### src/rsu_pkg.sv
// constants, types and register map of the range summation unit
// Operation
// - idle while execution condition false
// - item count from three BCD digits
// - count means words or bytes
// - add items, write total to two words
// - total in same number form
// - control bit 13 selects byte units
// - bit 12 skips first high byte
// - bytes summed high then low per word
// - bit 14 binary, bit 15 signed in binary mode only
// - bit 14 clear means BCD
// - bad item count sets fault
// - range across areas sets fault
// - non-BCD item in BCD mode faults
// - bad indirect pointer sets fault
// - zero flag reflects zero total
package rsu_pkg;

    // ------------------------------------------------------------
    // register byte offsets
    // ------------------------------------------------------------
    localparam logic [7:0] RSU_OFF_CTRL  = 8'h00;
    localparam logic [7:0] RSU_OFF_START = 8'h04;
    localparam logic [7:0] RSU_OFF_DEST  = 8'h08;
    localparam logic [7:0] RSU_OFF_CFG   = 8'h0c;
    localparam logic [7:0] RSU_OFF_GO    = 8'h10;
    localparam logic [7:0] RSU_OFF_STAT  = 8'h14;
    localparam logic [7:0] RSU_OFF_RES   = 8'h18;
    localparam logic [7:0] RSU_OFF_ISTAT = 8'h1c;
    localparam logic [7:0] RSU_OFF_IMASK = 8'h20;

    // ------------------------------------------------------------
    // control word fields
    // ------------------------------------------------------------
    localparam int RSU_BIT_SKIP   = 12;
    localparam int RSU_BIT_BYTE   = 13;
    localparam int RSU_BIT_BIN    = 14;
    localparam int RSU_BIT_SIGNED = 15;

    // status and interrupt bits
    localparam int RSU_ST_BUSY  = 0;
    localparam int RSU_ST_FAULT = 1;
    localparam int RSU_ST_ZERO  = 2;
    localparam int RSU_IRQ_DONE = 0;
    localparam int RSU_IRQ_ERR  = 1;

    // ------------------------------------------------------------
    // memory areas and reset values
    // ------------------------------------------------------------
    localparam int          RSU_AREA_LSB   = 13;
    localparam int          RSU_AREA_WORDS = 8192;
    localparam logic [15:0] RSU_DM_BASE    = 16'h8000;
    localparam logic [15:0] RSU_RST_CTRL   = 16'h0000;
    localparam logic [1:0]  RSU_RST_IMASK  = 2'h0;

    typedef enum logic [6:0] {
        RSU_S_IDLE  = 7'h01,
        RSU_S_PTR   = 7'h02,
        RSU_S_CHECK = 7'h04,
        RSU_S_READ  = 7'h08,
        RSU_S_ITEM  = 7'h10,
        RSU_S_WLO   = 7'h20,
        RSU_S_WHI   = 7'h40
    } rsu_state_t;

endpackage

### src/rsu_range_sum_unit.sv
// range summation unit: apb registers, memory sequencer and adder
`timescale 1ns/1ns
module rsu_range_sum_unit
    import rsu_pkg::*;
#(
    parameter int DM_SIZE = 6656
) (
    input  wire logic        clk,
    input  wire logic        srst,
    input  wire logic        exec_cond,
    input  wire logic        psel,
    input  wire logic        penable,
    input  wire logic        pwrite,
    input  wire logic [7:0]  paddr,
    input  wire logic [31:0] pwdata,
    output logic      [31:0] prdata,
    output logic             pready,
    output logic             pslverr,
    output logic             mem_req,
    output logic             mem_we,
    output logic      [15:0] mem_addr,
    output logic      [15:0] mem_wdata,
    input  wire logic [15:0] mem_rdata,
    input  wire logic        mem_ack,
    output logic             fault_indicator,
    output logic             zero_result_flag,
    output logic             irq
);

    // ------------------------------------------------------------
    // elaboration check
    // ------------------------------------------------------------
    if (DM_SIZE < 1 || DM_SIZE > RSU_AREA_WORDS) begin : g_chk
        $error("DM_SIZE must fit one memory area");
    end

    // ------------------------------------------------------------
    // helpers
    // ------------------------------------------------------------
    function automatic logic is_bcd16(input logic [15:0] x);
        return (x[3:0] <= 4'h9) && (x[7:4] <= 4'h9) && (x[11:8] <= 4'h9)
            && (x[15:12] <= 4'h9);
    endfunction

    function automatic logic [31:0] bcd_add32(input logic [31:0] a, input logic [31:0] b);
        logic [4:0]  s;
        logic        c;
        logic [31:0] r;
        c = 1'b0;
        r = 32'h0000_0000;
        for (int i = 0; i < 8; i++) begin
            s = {1'b0, a[4*i +: 4]} + {1'b0, b[4*i +: 4]} + {4'h0, c};
            if (s > 5'h09) begin
                s = s + 5'h06;
                c = 1'b1;
            end else begin
                c = 1'b0;
            end
            r[4*i +: 4] = s[3:0];
        end
        return r;
    endfunction

    function automatic logic [13:0] bcd4_to_bin(input logic [15:0] x);
        return {10'h000, x[15:12]} * 14'h03e8 + {10'h000, x[11:8]} * 14'h0064
            + {10'h000, x[7:4]} * 14'h000a + {10'h000, x[3:0]};
    endfunction

    function automatic logic [2:0] area_of(input logic [15:0] a);
        return a[15:RSU_AREA_LSB];
    endfunction

    // ------------------------------------------------------------
    // state
    // ------------------------------------------------------------
    typedef struct packed {
        rsu_state_t  st;
        logic [15:0] ctrl;
        logic [15:0] start;
        logic [15:0] dest;
        logic        ind;
        logic [15:0] addr;
        logic [9:0]  rem;
        logic        half;
        logic [15:0] word;
        logic [31:0] acc;
        logic [31:0] result;
        logic        fault;
        logic        zero;
        logic [1:0]  ist;
        logic [1:0]  imask;
        logic        irq;
        logic        pready;
        logic [31:0] prdata;
        logic        pslverr;
        logic        mem_req;
        logic        mem_we;
        logic [15:0] mem_addr;
        logic [15:0] mem_wdata;
    } rsu_regs_t;

    rsu_regs_t q;
    rsu_regs_t d;

    // ------------------------------------------------------------
    // operand decode
    // ------------------------------------------------------------
    logic        byte_mode;
    logic        bin_mode;
    logic        sgn_mode;
    logic        skip_hi;
    logic [9:0]  cnt_bin;
    logic        cnt_ok;
    logic [16:0] last_addr;
    logic        area_ok;
    logic [13:0] ptr_bin;
    logic        ptr_ok;
    logic [7:0]  cur_byte;
    logic [15:0] item;
    logic        item_bcd;
    logic [31:0] addend;
    logic [31:0] acc_next;

    assign byte_mode = q.ctrl[RSU_BIT_BYTE];
    assign bin_mode  = q.ctrl[RSU_BIT_BIN];
    assign sgn_mode  = q.ctrl[RSU_BIT_BIN] & q.ctrl[RSU_BIT_SIGNED];
    assign skip_hi   = byte_mode & q.ctrl[RSU_BIT_SKIP];
    assign cnt_bin   = {6'h00, q.ctrl[11:8]} * 10'h064 + {6'h00, q.ctrl[7:4]} * 10'h00a
                     + {6'h00, q.ctrl[3:0]};
    assign cnt_ok    = is_bcd16({4'h0, q.ctrl[11:0]}) && (cnt_bin != 10'h000);
    // byte span is (count + skip) / 2 words, rounded up
    assign last_addr = {1'b0, q.addr} + (byte_mode
                     ? {7'h00, (cnt_bin - 10'h001 + {9'h000, skip_hi}) >> 1}
                     : {7'h00, cnt_bin - 10'h001});
    assign area_ok   = !last_addr[16] && (area_of(q.addr) == area_of(last_addr[15:0]));
    assign ptr_bin   = bcd4_to_bin(mem_rdata);
    assign ptr_ok    = is_bcd16(mem_rdata) && ({18'h00000, ptr_bin} < DM_SIZE);

    // high byte first, then low byte
    assign cur_byte  = q.half ? q.word[7:0] : q.word[15:8];
    assign item      = byte_mode ? {8'h00, cur_byte} : q.word;
    assign item_bcd  = is_bcd16(item);

    always_comb begin
        if (sgn_mode && byte_mode) begin
            addend = {{24{cur_byte[7]}}, cur_byte};
        end else if (sgn_mode) begin
            addend = {{16{item[15]}}, item};
        end else begin
            addend = {16'h0000, item};
        end
    end

    // binary or decimal accumulation keeps the input number form
    assign acc_next = bin_mode ? q.acc + addend : bcd_add32(q.acc, addend);

    // ------------------------------------------------------------
    // next state
    // ------------------------------------------------------------
    logic apb_setup;
    logic apb_done;
    logic go;
    logic ev_done;
    logic ev_err;

    assign apb_setup = psel && penable && !q.pready;
    assign apb_done  = psel && penable && q.pready;
    assign go = apb_done && pwrite && (paddr == RSU_OFF_GO) && pwdata[0]
             && exec_cond && (q.st == RSU_S_IDLE);

    always_comb begin
        d       = q;
        ev_done = 1'b0;
        ev_err  = 1'b0;

        // apb slave: answer one cycle into the access phase
        d.pready  = apb_setup;
        d.pslverr = 1'b0;
        if (apb_setup) begin
            d.pslverr = 1'b0;
            if (paddr == RSU_OFF_CTRL) begin
                d.prdata = {16'h0000, q.ctrl};
            end else if (paddr == RSU_OFF_START) begin
                d.prdata = {16'h0000, q.start};
            end else if (paddr == RSU_OFF_DEST) begin
                d.prdata = {16'h0000, q.dest};
            end else if (paddr == RSU_OFF_CFG) begin
                d.prdata = {31'h0, q.ind};
            end else if (paddr == RSU_OFF_GO) begin
                d.prdata = 32'h0000_0000;
            end else if (paddr == RSU_OFF_STAT) begin
                d.prdata = {29'h0, q.zero, q.fault, q.st != RSU_S_IDLE};
            end else if (paddr == RSU_OFF_RES) begin
                d.prdata = q.result;
            end else if (paddr == RSU_OFF_ISTAT) begin
                d.prdata = {30'h0, q.ist};
            end else if (paddr == RSU_OFF_IMASK) begin
                d.prdata = {30'h0, q.imask};
            end else begin
                d.prdata  = 32'h0000_0000;
                d.pslverr = 1'b1;
            end
        end
        if (apb_done && pwrite && (q.st == RSU_S_IDLE)) begin
            if (paddr == RSU_OFF_CTRL) begin
                d.ctrl = pwdata[15:0];
            end else if (paddr == RSU_OFF_START) begin
                d.start = pwdata[15:0];
            end else if (paddr == RSU_OFF_DEST) begin
                d.dest = pwdata[15:0];
            end else if (paddr == RSU_OFF_CFG) begin
                d.ind = pwdata[0];
            end
        end
        if (apb_done && pwrite && (paddr == RSU_OFF_IMASK)) begin
            d.imask = pwdata[1:0];
        end
        if (apb_done && !pwrite && (paddr == RSU_OFF_ISTAT)) begin
            d.ist = q.ist & ~q.prdata[1:0];
        end

        // sequencer
        case (q.st)
            RSU_S_IDLE: begin
                if (go) begin
                    d.addr = q.start;
                    if (q.ind) begin
                        d.st       = RSU_S_PTR;
                        d.mem_req  = 1'b1;
                        d.mem_we   = 1'b0;
                        d.mem_addr = q.start;
                    end else begin
                        d.st = RSU_S_CHECK;
                    end
                end
            end
            RSU_S_PTR: begin
                if (mem_ack) begin
                    d.mem_req = 1'b0;
                    if (ptr_ok) begin
                        d.addr = RSU_DM_BASE + {2'h0, ptr_bin};
                        d.st   = RSU_S_CHECK;
                    end else begin
                        ev_err = 1'b1;
                    end
                end
            end
            RSU_S_CHECK: begin
                if (!cnt_ok || !area_ok) begin
                    ev_err = 1'b1;
                end else begin
                    d.rem      = cnt_bin;
                    d.half     = skip_hi;
                    d.acc      = 32'h0000_0000;
                    d.st       = RSU_S_READ;
                    d.mem_req  = 1'b1;
                    d.mem_we   = 1'b0;
                    d.mem_addr = q.addr;
                end
            end
            RSU_S_READ: begin
                if (mem_ack) begin
                    d.mem_req = 1'b0;
                    d.word    = mem_rdata;
                    d.st      = RSU_S_ITEM;
                end
            end
            RSU_S_ITEM: begin
                if (!bin_mode && !item_bcd) begin
                    ev_err = 1'b1;
                end else begin
                    d.acc = acc_next;
                    d.rem = q.rem - 10'h001;
                    if (q.rem == 10'h001) begin
                        d.st        = RSU_S_WLO;
                        d.mem_req   = 1'b1;
                        d.mem_we    = 1'b1;
                        d.mem_addr  = q.dest;
                        d.mem_wdata = acc_next[15:0];
                    end else if (byte_mode && !q.half) begin
                        d.half = 1'b1;
                    end else begin
                        d.half     = 1'b0;
                        d.addr     = q.addr + 16'h0001;
                        d.st       = RSU_S_READ;
                        d.mem_req  = 1'b1;
                        d.mem_addr = q.addr + 16'h0001;
                    end
                end
            end
            RSU_S_WLO: begin
                if (mem_ack) begin
                    d.st        = RSU_S_WHI;
                    d.mem_addr  = q.dest + 16'h0001;
                    d.mem_wdata = q.acc[31:16];
                end
            end
            RSU_S_WHI: begin
                if (mem_ack) begin
                    d.mem_req = 1'b0;
                    d.mem_we  = 1'b0;
                    d.result  = q.acc;
                    d.fault   = 1'b0;
                    d.zero    = (q.acc == 32'h0000_0000);
                    d.st      = RSU_S_IDLE;
                    ev_done   = 1'b1;
                end
            end
            default: begin
                d.st = RSU_S_IDLE;
            end
        endcase

        // an error ends the run before any destination write
        if (ev_err) begin
            d.fault   = 1'b1;
            d.st      = RSU_S_IDLE;
            d.mem_req = 1'b0;
            d.mem_we  = 1'b0;
        end
        // events win over a read clear
        if (ev_done) begin
            d.ist[RSU_IRQ_DONE] = 1'b1;
        end
        if (ev_err) begin
            d.ist[RSU_IRQ_ERR] = 1'b1;
        end
        d.irq = |(d.ist & d.imask);
    end

    always_ff @(posedge clk) begin
        if (srst) begin
            q       <= '0;
            q.st    <= RSU_S_IDLE;
            q.ctrl  <= RSU_RST_CTRL;
            q.imask <= RSU_RST_IMASK;
        end else begin
            q <= d;
        end
    end

    // ------------------------------------------------------------
    // outputs
    // ------------------------------------------------------------
    assign prdata           = q.prdata;
    assign pready           = q.pready;
    assign pslverr          = q.pslverr;
    assign mem_req          = q.mem_req;
    assign mem_we           = q.mem_we;
    assign mem_addr         = q.mem_addr;
    assign mem_wdata        = q.mem_wdata;
    assign fault_indicator  = q.fault;
    assign zero_result_flag = q.zero;
    assign irq              = q.irq;
endmodule

### config.mk
export PLATFORM = sky130hd
export DESIGN_NAME = rsu_range_sum_unit
export DESIGN_NICKNAME = d
export VERILOG_FILES = /design/src/rsu_pkg.sv /design/src/rsu_range_sum_unit.sv
export SDC_FILE = /design/constraint.sdc
export NUM_CORES = 1
export LEC_CHECK = 0
export BUFFER_PORTS_ARGS = -buffer_cell sky130_fd_sc_hd__buf_2
export CAP_MARGIN = 10
export CORE_MARGIN = 2
export CORE_UTILIZATION = 40
export CTS_BUF_LIST = sky130_fd_sc_hd__clkbuf_8
export CTS_CLUSTER_DIAMETER = 40
export DETAILED_ROUTE_END_ITERATION = 10
export GPL_TIMING_DRIVEN = 0
export HOLD_SLACK_MARGIN = 0.05
export PLACE_DENSITY = 0.68
export SYNTH_ARGS = -nofsm -noshare
export SYNTH_HDL_FRONTEND = slang
export SYNTH_SLANG_ARGS = --single-unit
### constraint.sdc
create_clock -name clk -period 24.9 [get_ports clk]
set_input_delay 3.735 -clock clk [delete_from_list [all_inputs] [get_ports clk]]
set_output_delay 3.735 -clock clk [all_outputs]
set_load 0.02 [all_outputs]
# Word level (Yosys, flattened, before mapping)
# Index checks and enable logic that the tools add are counted.
[totals] ff_bits=238 latch_bits=0 ramBits=0 romBits=0 inputBits=63 output_inout_bits=71 elab_cells=277 n_memories=0
[classes] addsub=36 n_mul=5 n_div=0 magnitude_cmp=20 n_eq_ne=32 shifts=0 mux=87 bitwise_logic=9 reduce_logical=65
[op_table] cell="$mux W32" n=13
[op_table] cell="$mux W16" n=8
[op_table] cell="$mux W7" n=10
[op_table] cell="$pmux W16 S4" n=1
[op_table] cell="$pmux W32 S2" n=1
[op_table] cell="$mux W18" n=3
[op_table] cell="$pmux W7 S7" n=1
[op_table] cell="$pmux W16 S3" n=1
[op_table] cell="$le A4 B4 Y1 const B" n=11
[op_table] cell="$add A4 B4 Y5" n=8
[op_table] cell="$gt A5 B4 Y1 const B" n=8
[op_table] cell="$add A5 B1 Y5" n=7
[op_table] cell="$mux W34" n=1
[op_table] cell="$add A16 B1 Y16 const B" n=2
[op_table] cell="$add A32 B32 Y32" n=1
[op_table] cell="$add A4 B3 Y4 const B" n=8
[op_table] cell="$eq A8 B5 Y1 const B" n=4
[op_table] cell="$logic_not A32 Y1" n=1
[op_table] cell="$mux W4" n=8
[op_table] cell="$pmux W16 S2" n=1
[op_table] cell="$mux W27" n=1
[op_table] cell="$logic_and A1 B1 Y1" n=26
[op_table] cell="$ne A2 B2 Y1 const B" n=12
[op_table] cell="$mux W1" n=23
[op_table] cell="other kinds (59)" n=94

# Longest topological paths before layout
[depth] word_depth=32 ltp_mapped=60 depth_no_buf=59

# Worst setup path before layout
# No wires, ideal clock.
[synth_path] path_kind="flip-flop to flip-flop" from="register q (netlist bit byte_mode)" to="register q[138] (netlist name)" arrival_ns=13.037 t_required_ns=24.783 slack_ns=11.745 path_stages_with_launch=56 n_path_buf=1 period_less_slack_ns=13.155 cell_sequence="dfxtp_1 buf_2 inv_1 nor2_1 mux2_2 ha_1 inv_1 fa_1 ha_1 a31oi_1 a21oi_1 fa_1 inv_1 fa_1 inv_1 a311oi_1 a311o_1 fa_1 [20 not listed] o221ai_1 fa_1 inv_1 fa_1 o21ai_0 o21ai_0 o211ai_1 fa_1 inv_1 fa_1 xor2_1 ha_1 o21ai_0 a221oi_1 nor2_1 xnor2_1 o21ai_0 a32o_1"
[synth_between] elab_chain_len=30 elab_cells_between_ends=61 classes_between="add/sub (19); order compare (12); eq/ne (3); mux (15); bitwise (1); reduce/logical (11)"
[synth_lines] item="from (decl)" line="rsu_range_sum_unit.sv:102" source="rsu_regs_t q;"
[synth_lines] item="$mux W16" line="rsu_range_sum_unit.sv:141" source="assign item = byte_mode ? {8'h00, cur_byte} : q.word;"
[synth_lines] item="$mux W32" line="rsu_range_sum_unit.sv:147" source="end else if (sgn_mode) begin"
[synth_lines] item="$mux W32" line="rsu_range_sum_unit.sv:145" source="if (sgn_mode && byte_mode) begin"
[synth_lines] item="$add A4 B4 Y5" line="rsu_range_sum_unit.sv:52" source="s = {1'b0, a[4*i +: 4]} + {1'b0, b[4*i +: 4]} + {4'h0, c};"
[synth_lines] item="$gt A5 B4 Y1" line="rsu_range_sum_unit.sv:53" source="if (s > 5'h09) begin"
[synth_lines] item="$mux W1" line="rsu_range_sum_unit.sv:53"
[synth_lines] item="$add A5 B1 Y5" line="rsu_range_sum_unit.sv:52"
[synth_lines] item="$gt A5 B4 Y1" line="rsu_range_sum_unit.sv:53"
[synth_lines] item="[14 not listed]"
[synth_lines] item="$gt A5 B4 Y1" line="rsu_range_sum_unit.sv:53"
[synth_lines] item="$mux W1" line="rsu_range_sum_unit.sv:53"
[synth_lines] item="$add A5 B1 Y5" line="rsu_range_sum_unit.sv:52"
[synth_lines] item="$add A4 B3 Y4 / $gt A5 B4 Y1 (equally long branches)" line="rsu_range_sum_unit.sv:54, rsu_range_sum_unit.sv:53"
[synth_lines] item="$mux W4" line="rsu_range_sum_unit.sv:53"
[synth_lines] item="$mux W32" line="rsu_range_sum_unit.sv:155" source="assign acc_next = bin_mode ? q.acc + addend : bcd_add32(q.acc, addend);"
[synth_lines] item="$mux W32" line="rsu_range_sum_unit.sv:269" source="if (!bin_mode && !item_bcd) begin"
[synth_lines] item="$pmux W32 S2" line="rsu_range_sum_unit.sv:223" source="case (q.st)"
# Parallel ways exist; a longest one is shown, timed or not. The select of a mux whose other input is x is not followed.
# A chain may end at the register's enable or synchronous reset.

# Worst setup path in the final report
# Ends and elaborated chain as after synthesis.

==> flow_metrics.env <==
export IMPL_outcome="complete, no violations"
export IMPL_synth_nets=2464
export IMPL_cp_common_cell="fa_1"
export IMPL_drive_gt1_share_pct=13.6
export IMPL_drtAntennaViolNets=0
export IMPL_finalSetupViolCount=0
export IMPL_clkTransAtPathRegs_ps=60
export IMPL_cp_slowest_stage_delay_ps=680
export IMPL_cts_root_buf="clkbuf_8"
export IMPL_synth_cell_types=84
export IMPL_final_hold_violation_count=0
export IMPL_place_area_sq_um=18800
export IMPL_setup_tns_ps=0
export IMPL_numPortBuffers=117
export IMPL_yosysMostFrequentCell="nand2_1"
export IMPL_ir_drop_mv=0.0401
export IMPL_vias=17537
export IMPL_skew_ps=31.5
export IMPL_layout_cells_non_filler=3012
export IMPL_synth_common_cells="317 x nand2_1, 241 x a21oi_1, 238 x dfxtp_1"
export IMPL_yosys_register_bits=238
export IMPL_start_util_pct=40.5
export IMPL_antenna_cells=0
export IMPL_seqCellArea_sq_um=4760
export IMPL_critPathArrivalTime_ps=15910
export IMPL_multiInputGateArea_sq_um=11300
export IMPL_hpwlAfterDp_microns=48400
export IMPL_slew_headroom_pct=24.6
export IMPL_yosys_top_cells_area="dfxtp_1 27%, ha_1 9.9%, a21oi_1 6.9%"
export IMPL_start_kind="flop"
export IMPL_die_h_microns=213
export IMPL_final_area_sq_um=19800
export IMPL_yosysTopAreaCell="dfxtp_1"
export IMPL_power_density_nw_per_um2=53.1
export IMPL_yosysTopAreaCellShare_pct=27.3
export IMPL_maxSlewViolCount=0
export IMPL_crit_type="flop to flop"
export IMPL_required_ps=25370
export IMPL_syn_area_sq_um=17500
export IMPL_cts_buffers_inserted=45
export IMPL_antenna_found_initial=2
export IMPL_die_w_microns=213
export IMPL_viasPerCell=5.82
export IMPL_ys_seq_area_share_pct=27.3
export IMPL_postCtsHoldBufs=0
export IMPL_placedCellCount=2929
export IMPL_final_util_pct=46.0
export IMPL_cts_buffer_depth=3
export IMPL_core_sq_um=43100
export IMPL_drt_total_wl_microns=61500
export IMPL_whs_ps=455
export IMPL_areaGrowthSynthToFinish_pct=13.5
export IMPL_die_area_sq_um=45300
export IMPL_syn_area_per_cell_sq_um=7.84
export IMPL_synth_warnings=0
export IMPL_first_iter_violations=1903
export IMPL_post_cts_buffers=0
export IMPL_hold_path_depth=2
export IMPL_drcViolationCount=0
export IMPL_synth_edf_count=0
export IMPL_track_usage_pct=26.7
export IMPL_leakage_nw=8.28
export IMPL_crit_fanout=9
export IMPL_crit_path_end_kind="flop"
export IMPL_nets=2629
export IMPL_dr_pass1_iters=6
export IMPL_htreeDepth=2
export IMPL_reg2reg_depth=57
export IMPL_row_count=76
export IMPL_gr_total_overflow=0
export IMPL_finalWorstSetupSlack_ps=9460
export IMPL_cts_resized_gates=0
export IMPL_cts_sinks=238
export IMPL_place_gp_congestion=0.980
export IMPL_total_power_mw=1.05
export IMPL_boundaryPins=134
export IMPL_synth_flop_cell="dfxtp_1"
export IMPL_drv_cap=0
export IMPL_post_route_period_util_pct=62.0
export IMPL_dpl_worst_slack_ps=9690
export IMPL_grt_pass1_wl_microns=94200
export IMPL_wl_per_cell_microns=20.4
export IMPL_worst_hold_path_type="flop to flop"
export IMPL_cpMaxStageDelayCell="nor2_1"
export IMPL_rsz0062_at_grt="false"
export IMPL_ys_async_sr_fraction_pct=0
export IMPL_period_needed_ps=15440
export IMPL_cts_tree="yes"
export IMPL_max_freq_mhz=64.8
export IMPL_first_global_vias=16405
export IMPL_fillers=4310
export IMPL_synth_cells=2226
export IMPL_worst_pin_slew_ps=1120
export IMPL_worstSkewPairLatency_ps=590
export IMPL_grt_max_degree=19
## cell families (layout without fill, tap and decap cells)
group,Yosys count,after routing,synth area share (%)
adders and majority gates,175,175,14.1
and+or+nand+nor,742,742,19.5
buffers and inverters,300,501,8.17
xor gates and xnor gates,104,104,5.22
DFF,238,238,27.3
muxes,26,26,1.55
AOI/OAI and AO/OA,641,641,24.1
## state kept, by name, summed over array words and instances, names as in the netlist, 16 cells and up
register and count:
q 165, mem_addr 16, prdata 32, mem_wdata 16
## cells in the final DEF, fill, tap and decap left out, types with 56 or more instances in the layout
cell and count:
clkbuf_8 60, buf_2 139, nor2_1 178, buf_4 68, xnor2_1 56, clkbuf_1 89
dfxtp_1 238, o21ai_0 108, inv_1 120, a21oi_1 241, nand2_1 317, ha_1 138
## path summary, 6_finish.rpt
check / startpoint / end / slack (ps)
worst max register to register: byte_mode$_SDFFE_PP0P_ / q[138]$_SDFFE_PP0P_ / 9460
worst min register to register: q[97]$_SDFFE_PP0P_ / q[97]$_SDFFE_PP0P_ / 460
worst min-delay path: q[97]$_SDFFE_PP0P_ / q[97]$_SDFFE_PP0P_ / 460
worst max-delay path: byte_mode$_SDFFE_PP0P_ / q[138]$_SDFFE_PP0P_ / 9460
## power breakdown
group          internal, mW  leakage [nW]  switching (mW)
registers             0.387          1.92         0.00903
logic                0.0899          5.81           0.135
clock network         0.248         0.548           0.183
## per-layer routing
metal  track usage [%]  part of all wire [%]
met2              41.2                    43
met3              4.09                   9.3
met1              37.3                    44
met4              10.6                   4.0
met5                 0                 0.024
## critical path, delay by kind of cell, from the launching register on
family                     cells  cell delay, ps
AOI/OAI and AO/OA             20            4730
xor gates and xnor gates       4             980
adders and majority gates     18            6740
buffers and inverters         11            1180
DFF                            1             300
muxes                          1             430
and+or+nand+nor                3             930
## cell type report
cell class	count	share of cell area, %
timing repair buffer	118	3.03
tap	585	3.69
sequential	238	24.0
inverter	114	2.16
clock buffer	60	4.17
buffer	186	5.03
multi-input combinational	1688	56.9
clock inverter	23	1.00
(Power assumes the default switching activity.)
